$ cat config.mk
export PLATFORM = sky130hd
export DESIGN_NAME = tmr2_timer
export DESIGN_NICKNAME = d
export VERILOG_FILES = /design/src/verilog/tmr2_timer.v
export VERILOG_INCLUDE_DIRS = /design/src /design/src/verilog
export SDC_FILE = /design/constraint.sdc
export NUM_CORES = 1
export LEC_CHECK = 0
export BUFFER_PORTS_ARGS = -buffer_cell sky130_fd_sc_hd__buf_2
export CAP_MARGIN = 0
export CORE_AREA = 8 8 129 131
export CTS_CLUSTER_DIAMETER = 30
export DETAILED_ROUTE_END_ITERATION = 6
export DIE_AREA = 0 0 137 139
export SYNTH_ARGS = -nofsm -noshare
export SYNTH_HDL_FRONTEND = slang
export SYNTH_SLANG_ARGS = --single-unit
$ cat constraint.sdc
create_clock -name aclk -period 2.5 [get_ports aclk]
set_input_delay 0.5 -clock aclk [delete_from_list [all_inputs] [get_ports aclk]]
set_output_delay 0.5 -clock aclk [all_outputs]
set_load 0.1 [all_outputs]
$ cat src/verilog/tmr2_defs.vh
// register offsets, field positions, reset values and timing counts of the reload/capture timer
`ifndef TMR2_DEFS_VH
`define TMR2_DEFS_VH

// ----------------------------------------------------------------
// register byte offsets
// ----------------------------------------------------------------
`define TMR2_OFS_CTRL      4'h0
`define TMR2_OFS_RELOAD    4'h4
`define TMR2_OFS_COUNT     4'h8
`define TMR2_OFS_STATUS    4'hC

// ----------------------------------------------------------------
// control fields
// ----------------------------------------------------------------
`define TMR2_CTRL_RUN      0
`define TMR2_CTRL_CAPMODE  1
`define TMR2_CTRL_UPDOWN   2
`define TMR2_CTRL_EXTEN    3
`define TMR2_CTRL_RISE     4
`define TMR2_CTRL_PREDIS   5
`define TMR2_CTRL_MASK_LO  8
`define TMR2_CTRL_W        10

// ----------------------------------------------------------------
// status fields and reset values
// ----------------------------------------------------------------
`define TMR2_ST_RELOAD     0
`define TMR2_ST_CAPTURE    1
`define TMR2_CTRL_RST      10'h020
`define TMR2_CNT_RST       16'h0000
`define TMR2_ONES          16'hFFFF
`define TMR2_ZERO          16'h0000

// ----------------------------------------------------------------
// timing
// ----------------------------------------------------------------
`define TMR2_PRESCALE      12
`define TMR2_PRE_W         4

`endif

$ cat src/verilog/tmr2_timer.v
// 16-bit auto-reload / capture timer with AXI4-Lite register slave
// ----------------------------------------------------------------
// Notes on behaviour
// - one 16-bit counter, reload or capture mode
// - prescaler off: advance every twelve clocks
// - counts while run set, never self-stops
// - plain reload mode counts up from reload
// - reload on overflow, optionally external edge too
// - upward reload loads reload/capture register
// - plain reload mode: interrupt every reload
// - up/down mode: pin level sets direction
// - up/down mode raises no interrupt
// - counting up: reload only on overflow
// - down: from all ones, underflow at register
// - capture mode counts up from zero
// - chosen pin edge triggers capture
// - capture copies count into register
// - capture mode: interrupt on overflow or capture
// ----------------------------------------------------------------
`timescale 1ns/10ps
`default_nettype none
`include "tmr2_defs.vh"

module tmr2_timer #(
	parameter PRESCALE = `TMR2_PRESCALE
) (
	input  wire        aclk,
	input  wire        aresetn,
	input  wire        clk_en,
	input  wire        ext_trigger_dir_pin,
	input  wire [3:0]  s_axi_awaddr,
	input  wire        s_axi_awvalid,
	output wire        s_axi_awready,
	input  wire [31:0] s_axi_wdata,
	input  wire [3:0]  s_axi_wstrb,
	input  wire        s_axi_wvalid,
	output wire        s_axi_wready,
	output reg  [1:0]  s_axi_bresp,
	output reg         s_axi_bvalid,
	input  wire        s_axi_bready,
	input  wire [3:0]  s_axi_araddr,
	input  wire        s_axi_arvalid,
	output wire        s_axi_arready,
	output reg  [31:0] s_axi_rdata,
	output reg  [1:0]  s_axi_rresp,
	output reg         s_axi_rvalid,
	input  wire        s_axi_rready,
	output wire        irq
);

	// ----------------------------------------------------------------
	// state
	// ----------------------------------------------------------------
	reg  [`TMR2_CTRL_W-1:0] ctrl_q;
	reg  [15:0]             reload_capture_value_q;
	reg  [15:0]             timer_count_value_q;
	reg  [1:0]              status_q;
	reg  [`TMR2_PRE_W-1:0]  pre_q;
	reg                     pin_q;
	reg  [3:0]              awaddr_q;
	reg  [31:0]             wdata_q;
	reg  [3:0]              wstrb_q;
	reg                     aw_full_q;
	reg                     w_full_q;
	reg  [`TMR2_CTRL_W-1:0] ctrl_d;
	reg  [15:0]             reload_capture_value_d;
	reg  [15:0]             timer_count_value_d;
	reg  [1:0]              status_d;
	reg  [`TMR2_PRE_W-1:0]  pre_d;

	localparam [1:0] RESP_OKAY    = 2'h0;
	localparam [1:0] RESP_SLVERR  = 2'h2;

	// ----------------------------------------------------------------
	// counting modes
	// ----------------------------------------------------------------
	localparam [1:0] MODE_RELOAD  = 2'b00;
	localparam [1:0] MODE_UPDOWN  = 2'b01;
	localparam [1:0] MODE_CAPTURE = 2'b10;

	// capture mode overrides the up/down enable
	function [1:0] mode_of;
		input cap;
		input ud;
		begin
			if (cap) begin
				mode_of = MODE_CAPTURE;
			end else if (ud) begin
				mode_of = MODE_UPDOWN;
			end else begin
				mode_of = MODE_RELOAD;
			end
		end
	endfunction

	// edge of the chosen polarity between last and present pin sample
	function edge_seen;
		input rise;
		input now;
		input prev;
		begin
			if (rise) begin
				edge_seen = now && !prev;
			end else begin
				edge_seen = !now && prev;
			end
		end
	endfunction

	// offset decode shared by the write and the read channel
	function is_mapped;
		input [3:0] addr;
		begin
			case (addr)
			`TMR2_OFS_CTRL, `TMR2_OFS_RELOAD, `TMR2_OFS_COUNT, `TMR2_OFS_STATUS: begin
				is_mapped = 1'b1;
			end
			default: begin
				is_mapped = 1'b0;
			end
			endcase
		end
	endfunction

	wire run      = ctrl_q[`TMR2_CTRL_RUN];
	wire cap_mode = ctrl_q[`TMR2_CTRL_CAPMODE];
	wire updown   = ctrl_q[`TMR2_CTRL_UPDOWN];
	wire ext_en   = ctrl_q[`TMR2_CTRL_EXTEN];
	wire rise_sel = ctrl_q[`TMR2_CTRL_RISE];
	wire pre_dis  = ctrl_q[`TMR2_CTRL_PREDIS];
	wire [1:0] irq_mask = ctrl_q[`TMR2_CTRL_MASK_LO+1:`TMR2_CTRL_MASK_LO];
	wire [1:0] mode     = mode_of(cap_mode, updown);

	// merge a 32-bit write into a narrower register under byte strobes
	function [15:0] merge16;
		input [15:0] old;
		input [31:0] wd;
		input [3:0]  be;
		begin
			merge16 = old;
			if (be[0]) begin
				merge16[7:0] = wd[7:0];
			end
			if (be[1]) begin
				merge16[15:8] = wd[15:8];
			end
		end
	endfunction

	// ----------------------------------------------------------------
	// prescaler and pin edge detection
	// ----------------------------------------------------------------
	// with the prescaler off the counter steps once per twelve clocks; when
	// it is on, the divide-by-twelve is bypassed and the counter steps every clock
	wire pre_wrap = (pre_q == PRESCALE - 1);
	wire tick     = run && (pre_dis ? pre_wrap : 1'b1);
	wire pin_edge = edge_seen(rise_sel, ext_trigger_dir_pin, pin_q);

	// ----------------------------------------------------------------
	// counter events
	// ----------------------------------------------------------------
	wire count_up   = !(updown && !cap_mode && !ext_trigger_dir_pin);
	wire at_max     = (timer_count_value_q == `TMR2_ONES);
	wire overflow   = tick && count_up && at_max;
	wire underflow  = tick && !count_up && (timer_count_value_q == reload_capture_value_q);
	wire ext_reload = run && !cap_mode && !updown && ext_en && pin_edge;
	wire capture    = run && cap_mode && pin_edge;

	// reload flag: plain reload mode and capture overflow only; up/down silent
	wire ev_reload  = cap_mode ? overflow : (!updown && (overflow || ext_reload));
	wire ev_capture = capture;

	// ----------------------------------------------------------------
	// AXI4-Lite handshakes
	// ----------------------------------------------------------------
	// readies drop while frozen, else a handshake would be lost
	assign s_axi_awready = clk_en && !aw_full_q && !s_axi_bvalid;
	assign s_axi_wready  = clk_en && !w_full_q && !s_axi_bvalid;
	assign s_axi_arready = clk_en && !s_axi_rvalid;

	wire aw_take = s_axi_awvalid && s_axi_awready;
	wire w_take  = s_axi_wvalid && s_axi_wready;
	wire ar_take = s_axi_arvalid && s_axi_arready;
	wire aw_have = aw_full_q || aw_take;
	wire w_have  = w_full_q || w_take;
	wire [3:0]  wr_addr = aw_full_q ? awaddr_q : s_axi_awaddr;
	wire [31:0] wr_data = w_full_q ? wdata_q : s_axi_wdata;
	wire [3:0]  wr_be   = w_full_q ? wstrb_q : s_axi_wstrb;
	wire wr_do = aw_have && w_have && !s_axi_bvalid;

	wire wr_ctrl   = wr_do && (wr_addr == `TMR2_OFS_CTRL);
	wire wr_reload = wr_do && (wr_addr == `TMR2_OFS_RELOAD);
	wire wr_count  = wr_do && (wr_addr == `TMR2_OFS_COUNT);
	wire wr_status = wr_do && (wr_addr == `TMR2_OFS_STATUS);
	wire [1:0] st_clr = (wr_status && wr_be[0]) ? wr_data[1:0] : 2'h0;

	always @(posedge aclk) begin
		if (!aresetn) begin
			aw_full_q    <= 1'b0;
			w_full_q     <= 1'b0;
			awaddr_q     <= 4'h0;
			wdata_q      <= 32'h00000000;
			wstrb_q      <= 4'h0;
			s_axi_bvalid <= 1'b0;
			s_axi_bresp  <= 2'h0;
		end else if (clk_en) begin
			if (wr_do) begin
				aw_full_q    <= 1'b0;
				w_full_q     <= 1'b0;
				s_axi_bvalid <= 1'b1;
				// unmapped offsets answer with a slave error
				s_axi_bresp  <= is_mapped(wr_addr) ? RESP_OKAY : RESP_SLVERR;
			end else begin
				if (aw_take) begin
					aw_full_q <= 1'b1;
					awaddr_q  <= s_axi_awaddr;
				end
				if (w_take) begin
					w_full_q <= 1'b1;
					wdata_q  <= s_axi_wdata;
					wstrb_q  <= s_axi_wstrb;
				end
				if (s_axi_bvalid && s_axi_bready) begin
					s_axi_bvalid <= 1'b0;
				end
			end
		end
	end

	always @(posedge aclk) begin
		if (!aresetn) begin
			s_axi_rvalid <= 1'b0;
			s_axi_rdata  <= 32'h00000000;
			s_axi_rresp  <= 2'h0;
		end else if (clk_en) begin
			if (ar_take) begin
				s_axi_rvalid <= 1'b1;
				s_axi_rresp  <= is_mapped(s_axi_araddr) ? RESP_OKAY : RESP_SLVERR;
				case (s_axi_araddr)
				`TMR2_OFS_CTRL: begin
					s_axi_rdata <= {22'h000000, ctrl_q};
				end
				`TMR2_OFS_RELOAD: begin
					s_axi_rdata <= {16'h0000, reload_capture_value_q};
				end
				`TMR2_OFS_COUNT: begin
					s_axi_rdata <= {16'h0000, timer_count_value_q};
				end
				`TMR2_OFS_STATUS: begin
					s_axi_rdata <= {30'h00000000, status_q};
				end
				default: begin
					s_axi_rdata <= 32'h00000000;
				end
				endcase
			end else if (s_axi_rvalid && s_axi_rready) begin
				s_axi_rvalid <= 1'b0;
			end
		end
	end

	// ----------------------------------------------------------------
	// control and prescaler next values
	// ----------------------------------------------------------------
	always @* begin
		ctrl_d = ctrl_q;
		if (wr_ctrl && wr_be[0]) begin
			ctrl_d[5:0] = wr_data[5:0];
		end
		if (wr_ctrl && wr_be[1]) begin
			ctrl_d[9:8] = wr_data[9:8];
		end
	end

	// divider restarts whenever the timer is stopped
	always @* begin
		if (!run || pre_wrap) begin
			pre_d = {`TMR2_PRE_W{1'b0}};
		end else begin
			pre_d = pre_q + 1'b1;
		end
	end

	// ----------------------------------------------------------------
	// counter next value
	// ----------------------------------------------------------------
	always @* begin
		timer_count_value_d = timer_count_value_q;
		case (mode)
		MODE_CAPTURE: begin
			if (overflow) begin
				timer_count_value_d = `TMR2_ZERO;
			end else if (tick) begin
				timer_count_value_d = timer_count_value_q + 16'h0001;
			end
		end
		MODE_UPDOWN: begin
			if (overflow) begin
				timer_count_value_d = reload_capture_value_q;
			end else if (underflow) begin
				timer_count_value_d = `TMR2_ONES;
			end else if (tick && count_up) begin
				timer_count_value_d = timer_count_value_q + 16'h0001;
			end else if (tick) begin
				timer_count_value_d = timer_count_value_q - 16'h0001;
			end
		end
		default: begin
			if (overflow || ext_reload) begin
				timer_count_value_d = reload_capture_value_q;
			end else if (tick) begin
				timer_count_value_d = timer_count_value_q + 16'h0001;
			end
		end
		endcase
		// a software write overrides counting in that cycle
		if (wr_count) begin
			timer_count_value_d = merge16(timer_count_value_q, wr_data, wr_be);
		end
	end

	// ----------------------------------------------------------------
	// reload/capture register and sticky flags
	// ----------------------------------------------------------------
	// software write loses to a same-cycle capture
	always @* begin
		reload_capture_value_d = reload_capture_value_q;
		if (capture) begin
			reload_capture_value_d = timer_count_value_q;
		end else if (wr_reload) begin
			reload_capture_value_d = merge16(reload_capture_value_q, wr_data, wr_be);
		end
	end

	// set wins over a same-cycle clear, so no event is lost
	always @* begin
		status_d = (status_q & ~st_clr) | {ev_capture, ev_reload};
	end

	// ----------------------------------------------------------------
	// register update
	// ----------------------------------------------------------------
	always @(posedge aclk) begin
		if (!aresetn) begin
			ctrl_q                 <= `TMR2_CTRL_RST;
			reload_capture_value_q <= `TMR2_CNT_RST;
			timer_count_value_q    <= `TMR2_CNT_RST;
			status_q               <= 2'h0;
			pre_q                  <= {`TMR2_PRE_W{1'b0}};
			pin_q                  <= 1'b0;
		end else if (clk_en) begin
			pin_q                  <= ext_trigger_dir_pin;
			ctrl_q                 <= ctrl_d;
			pre_q                  <= pre_d;
			reload_capture_value_q <= reload_capture_value_d;
			timer_count_value_q    <= timer_count_value_d;
			status_q               <= status_d;
		end
	end

	assign irq = |(status_q & irq_mask);

endmodule

`default_nettype wire
Yosys cells after proc, flatten, opt, wreduce, memory -nomap -nowiden
Cells that the tools add are included.
{"block": "totals", "ff_bits": 109, "latch_bits": 0, "ram_bits": 0, "romBits": 0, "inputBits": 53, "out_inout_bits": 42, "elab_cells": 158, "mem_count": 0}
{"block": "op_classes", "add_sub_neg": 3, "multipliers": 0, "n_div": 0, "magnitude_cmp": 0, "eq_ne": 14, "shifts": 0, "n_mux": 42, "bitwise": 5, "reduce_logical": 75}
{"op": "2-to-1 mux 16 bit", "count": 11}
{"op": "one-hot mux 16 bit (4 select lines)", "count": 1}
{"op": "logical AND 1 bit", "count": 35}
{"op": "one-hot mux 16 bit (2 select lines)", "count": 1}
{"op": "== test 4 bit (second input constant)", "count": 5}
{"op": "2-to-1 mux 1 bit", "count": 20}
{"op": "AND reduction 3 bit", "count": 6}
{"op": "adder 16 x 1 -> 16 bit (second input constant)", "count": 1}
{"op": "== test 16 bit", "count": 1}
{"op": "== test 16 bit (second input constant)", "count": 1}
{"op": "2-to-1 mux 8 bit", "count": 2}
{"op": "AND reduction 2 bit", "count": 8}
{"op": "subtractor 16 x 1 -> 16 bit (second input constant)", "count": 1}
{"op": "nonzero test 2 bit", "count": 7}
{"op": "zero test 1 bit", "count": 10}
{"op": "2-to-1 mux 2 bit", "count": 5}
{"op": "== test 4 x 3 -> 1 bit (second input constant)", "count": 2}
{"op": "zero test 4 bit", "count": 2}
{"op": "2-to-1 mux 4 bit", "count": 2}
{"op": "OR reduction 4 bit", "count": 2}
{"op": "inequality test 6 bit (second input constant)", "count": 1}
{"op": "adder 4 x 1 -> 4 bit (second input constant)", "count": 1}
{"op": "bitwise AND 2 bit", "count": 2}
{"op": "logical OR 1 bit", "count": 4}
{"op": "other kinds (7)", "count": 8}

Longest topological paths before layout
{"block": "logic_depth", "ltp_word": 13, "mapped_depth": 10, "depth_no_buf": 9}

Worst setup path before layout
No wires, ideal clock.
{"block": "synth_path", "path_kind": "reg-to-reg", "from": "register s_axi_rvalid", "to": "register s_axi_rdata[10]", "setup_ns": 0.068, "arrival_ns": 3.742, "required_time_ns": 2.432, "path_slack_ns": -1.310, "stages_incl_launch_ff": 7, "path_buffers": 1, "period_less_slack_ns": 3.810, "path_cell_list": "dfxtp_1 > nor2b_1 > nand2_1 > nor3_1 > clkbuf_1 > a22oi_1 > nor2_1"}
{"block": "synth_via", "elab_chain_cells": 4}
{"element": "start, declared", "line": "tmr2_timer.v:46", "source": "output reg s_axi_rvalid,"}
{"element": "start signal, assigned", "line": "tmr2_timer.v:232", "source": "s_axi_rvalid <= 1'b0;"}
{"element": "start signal, assigned", "line": "tmr2_timer.v:237", "source": "s_axi_rvalid <= 1'b1;"}
{"element": "start signal, assigned", "line": "tmr2_timer.v:257", "source": "s_axi_rvalid <= 1'b0;"}
{"element": "zero test 1 bit", "line": "tmr2_timer.v:179", "source": "assign s_axi_arready = clk_en && !s_axi_rvalid;"}
{"element": "logical AND 1 bit", "line": "tmr2_timer.v:179"}
{"element": "via s_axi_arready", "line": "tmr2_timer.v:43", "source": "output wire s_axi_arready,"}
{"element": "logical AND 1 bit", "line": "tmr2_timer.v:183", "source": "wire ar_take = s_axi_arvalid && s_axi_arready;"}
{"element": "AND reduction 2 bit (no source line)"}
{"element": "end signal, assigned", "line": "tmr2_timer.v:241", "source": "s_axi_rdata <= {22'h000000, ctrl_q};"}
{"element": "end signal, assigned", "line": "tmr2_timer.v:244", "source": "s_axi_rdata <= {16'h0000, reload_capture_value_q};"}
{"element": "end signal, assigned", "line": "tmr2_timer.v:247", "source": "s_axi_rdata <= {16'h0000, timer_count_value_q};"}
{"element": "end, declared", "line": "tmr2_timer.v:44", "source": "output reg [31:0] s_axi_rdata,"}
The timed path passes the listed nets, and every way through them passes these cells.
A chain may end at the register's enable or synchronous reset.

Final worst setup path
{"block": "layout_path", "from": "register timer_count_value_q[8]", "to": "register timer_count_value_q[15]"}
{"block": "layout_via", "elab_chain_cells": 7, "word_cells_on_any_way": 18, "classes_between": "2 x add/sub; 3 x eq/ne; 9 x mux; 4 x reduce/logical"}
{"element": "start, declared", "line": "tmr2_timer.v:56", "source": "reg [15:0] timer_count_value_q;"}
{"element": "start signal, assigned", "line": "tmr2_timer.v:347", "source": "timer_count_value_q <= `TMR2_CNT_RST;"}
{"element": "start signal, assigned", "line": "tmr2_timer.v:356", "source": "timer_count_value_q <= timer_count_value_d;"}
{"element": "subtractor 16 x 1 -> 16 bit", "line": "tmr2_timer.v:305", "source": "timer_count_value_d = timer_count_value_q - 16'h0001;"}
{"element": "2-to-1 mux 16 bit", "line": "tmr2_timer.v:304", "source": "end else if (tick) begin"}
{"element": "2-to-1 mux 16 bit", "line": "tmr2_timer.v:302", "source": "end else if (tick && count_up) begin"}
{"element": "2-to-1 mux 16 bit", "line": "tmr2_timer.v:300", "source": "end else if (underflow) begin"}
{"element": "2-to-1 mux 16 bit", "line": "tmr2_timer.v:298", "source": "if (overflow) begin"}
{"element": "one-hot mux 16 bit (2 select lines)", "line": "tmr2_timer.v:289", "source": "case (mode)"}
{"element": "2-to-1 mux 16 bit", "line": "tmr2_timer.v:317", "source": "if (wr_count) begin"}
Several ways; a longest one is shown, not always the timed one. The select of a mux whose other input is x is not followed.

==> flow_summary.toml <==
[synth]
synth.area.top_cells = "sky130_fd_sc_hd__dfxtp_1, sky130_fd_sc_hd__mux2i_1, sky130_fd_sc_hd__nand2_1"
synth.ff_latch_count = 91
synth_top_cells_by_count = "sky130_fd_sc_hd__nand2_1, sky130_fd_sc_hd__dfxtp_1, sky130_fd_sc_hd__nor2_1, sky130_fd_sc_hd__mux2i_1, sky130_fd_sc_hd__o21ai_0"
seq_area_frac_synth_pct = 31.7
ffs_w_async_s_r_synth_pct = 0
synth_top_area_share_pct = 31.7
synthesis.area_per_instance_um2 = 8.00
synth.most_common_cell = "sky130_fd_sc_hd__nand2_1"
synth_enable_flop_cells = 0
syn-instance-count = 719
synth_ff_type = "sky130_fd_sc_hd__dfxtp_1"
biggest_area_consumer_among_synthesized_cells = "sky130_fd_sc_hd__dfxtp_1"
syn_area_um2 = 5750
synth_warnings = 0
post_synth_num_cell_types = 63

[timing]
fmax_achieved_mhz = 413
unrepaired_setup_endpoints_after_global_routing = "no"
finalHoldViolCount = 0
worstMarginPinSlew_ns = 1.15
layout_min_cycle_time_ns = 2.42
skew_ns = 0.00440
timing.max_slew.rel_slack_pct = 23.2
min_period_over_period_pct = 96.8
final-max-slew-violation-count = 0
final-setup-viol-count = 0

[worst_setup_path]
path_max_fanout = 3
path_delay_family = "simple AND/OR/NAND/NOR gates"
worstPathRequired_ns = 2.74
critical-path-slowest-cell = "sky130_fd_sc_hd__or4_4"
worst_setup_end_kind = "register"
timing.setup.critical_path_class = "register to register"
worst-path-buf-inv = 0
critPathMaxStageDelay_ns = 0.58
critical_path.most_common_cell = "sky130_fd_sc_hd__or4_4"
timing.critical_path.cells = "or4_4 > or3_4 > or4_4 > o22a_1 > a22oi_2 > o22ai_1 > o2bb2ai_2"
cp-start-kind = "register"
worst_ep_arrival_time_ns = 2.66

[placed_design]
placed_cell_area_um2 = 6630
gpl.final_weighted_congestion = 0.973
hpwlAfterDp_mm = 14.9
number_of_buffer_cells_added_on_primary_ports = 58
placed_cells = 986

[clock_tree]
worst_skew_pair_later_pin_latency_ns = 0.35
cts_buffers = 9
clock-root-buffer = "sky130_fd_sc_hd__clkbuf_16"
clkSlewWorstSetupHoldPaths_ns = 0.07
htree_num_levels = 3
tritoncts = "built"
number_of_buffers_added_to_fix_hold_violations_after_cts = 0
clock_sinks = 91
cts.path.max_buffers = 2

[flow_run]
cap_violations = 0

[floorplanning]
floorplan.core_area_um2 = 14800
fp-row-count = 45
dieArea_um2 = 19000
effective_utilization_at_floorplan_pct = 39.0
io-pin-count = 95
dieWidth_um = 137
die_h_um = 139

[layout]
multiInputGateArea_um2 = 3670
flow.area_growth_from_synthesis_pct = 22.0
final_layout_size_suffix_gt1_share_pct = 24.2
filler_cell_count = 1457
antenna_cells = 0
finish.net_count = 868
finalInstanceArea_um2 = 7020
finalNonFillerCells = 1005
area.sequential_um2 = 1830

[drt]
route.detailed.vias_per_inst = 5.76
detail_route.drc_violations = 0
route.vias.total = 5789
route.final.wire_length_mm = 19.5
drtPass1Iterations = 5
avgRoutedWirePerCell_um = 19.4
drt_iter0_drc = 536
drtAntennaViolNets = 0

[power_and_ir_drop]
p_per_area_nw_per_um2 = 522
worst_vdd_rail_ir_drop_mv = 0.429
cellLeakagePower_uw = 0.00281
power_uw = 3670

[min_path]
timing.hold.worst.class = "primary input to register"

[outcome]
run_status = "finished, final reports clean"

[global_route]
grt_pass1_vias = 5613
gr-total-overflow = 0
grt_pass1_wl_mm = 30.2
grt_start_max_net_pins = 31
grt_usage_pct = 20.2
antenna_found_initial = 0
worst reg2reg max path, cell delays in order, from the launching register on:
cell	delay (ns)
sky130_fd_sc_hd__dfxtp_1	0.31
sky130_fd_sc_hd__or4_4	0.58
sky130_fd_sc_hd__or3_4	0.35
sky130_fd_sc_hd__or4_4	0.44
sky130_fd_sc_hd__o22a_1	0.24
sky130_fd_sc_hd__a22oi_2	0.13
sky130_fd_sc_hd__o22ai_1	0.11
sky130_fd_sc_hd__o2bb2ai_2	0.15
state kept, by name, indices dropped and copies added (netlist names), 2 cells and up:
register / flops
timer_count_value_q: 16
awaddr_q: 4
wstrb_q: 2
ctrl_q: 8
pre_q: 4
s_axi_rdata: 16
status_q: 2
wdata_q: 16
reload_capture_value_q: 16
layout by cell type, fill, tap and decap left out, types with 7 or more instances in the layout:
master                      synthesis  routed
sky130_fd_sc_hd__a21oi_1           47      44
sky130_fd_sc_hd__nand4_1           14      14
sky130_fd_sc_hd__nor2_1            65      63
sky130_fd_sc_hd__nor3_1            13      12
sky130_fd_sc_hd__dfxtp_1           91      87
sky130_fd_sc_hd__a22o_1             9       9
sky130_fd_sc_hd__xor2_1            23      23
sky130_fd_sc_hd__o21ai_0           50      48
sky130_fd_sc_hd__buf_2              8      57
sky130_fd_sc_hd__nand2_1           96      95
sky130_fd_sc_hd__xnor2_1           20      20
sky130_fd_sc_hd__buf_4             20      80
sky130_fd_sc_hd__a211oi_1           7       7
sky130_fd_sc_hd__nand3_1           13      13
sky130_fd_sc_hd__and3_1            10      10
sky130_fd_sc_hd__mux2_2             8       8
sky130_fd_sc_hd__a221oi_1          12      12
sky130_fd_sc_hd__mux2i_1           51      51
sky130_fd_sc_hd__conb_1             1      18
sky130_fd_sc_hd__a22oi_1           17      17
sky130_fd_sc_hd__clkbuf_16          0       9
sky130_fd_sc_hd__a32o_1             7       7
sky130_fd_sc_hd__nand2b_1           8       8
metal layers:
metal	global-route usage [%]	share of wire, %	vias up
li1	-	-	2732
met1	26.9	44	2760
met2	31.3	45	259
met3	4.09	7.9	38
met4	7.21	2.8	0
met5	0	0	-
cell type report:
type,instances,share of cell area [%]
clock inverter,5,0.856
tap,188,3.35
multi-input combinational,563,52.3
timing repair buffer,140,13.5
sequential,91,26.1
inverter,7,0.374
clock buffer,11,3.60
kinds of logic (layout without fill, tap and decap cells):
group | after synthesis | in the layout | synth area share, %
and+or+nand+nor | 258 | 258 | 21.4
AOI/OAI and AO/OA | 180 | 180 | 21.4
DFF | 91 | 91 | 31.7
buffers and inverters | 82 | 163 | 7.09
muxes | 61 | 61 | 11.2
xor gates and xnor gates | 43 | 43 | 6.55
adders and majority gates | 3 | 3 | 0.653
other | 1 | 18 | 0.0652
report_power, final:
group | switching (uW) | internal [uW]
clock network | 605 | 833
logic | 492 | 223
registers | 33.0 | 1480
stage by stage:
stage	TNS (ns)	utilization (%)	hold WS [ns]	setup slack, ns
floorplan	0	-	0.433	0.105
CTS	-0.0175	47.2	0.386	-0.0175
finish	0	47.6	0.397	0.0798
detailed placement	-0.0704	45.0	0.447	-0.0227
global route	0	47.6	0.398	0.000796
global placement	-0.0666	45.0	0.439	-0.0358
timing repair:
action,in CTS,in global routing
buffers inserted,1,2
setup endpoints to repair,3,16
gates resized for setup,1,13
pin swaps,0,1
path summary, 6_finish.rpt:
kind              slack [ns]                 endpoint                   start  cells past startpoint
hold reg to reg         0.45              wdata_q[15]             wdata_q[15]                      2
setup / recovery        0.08  timer_count_value_q[15]  timer_count_value_q[8]                      7
hold / removal          0.40               wdata_q[0]          s_axi_wdata[0]                      3
setup reg to reg        0.08  timer_count_value_q[15]  timer_count_value_q[8]                      7
No activity file was read; power rests on OpenSTA's default activity.
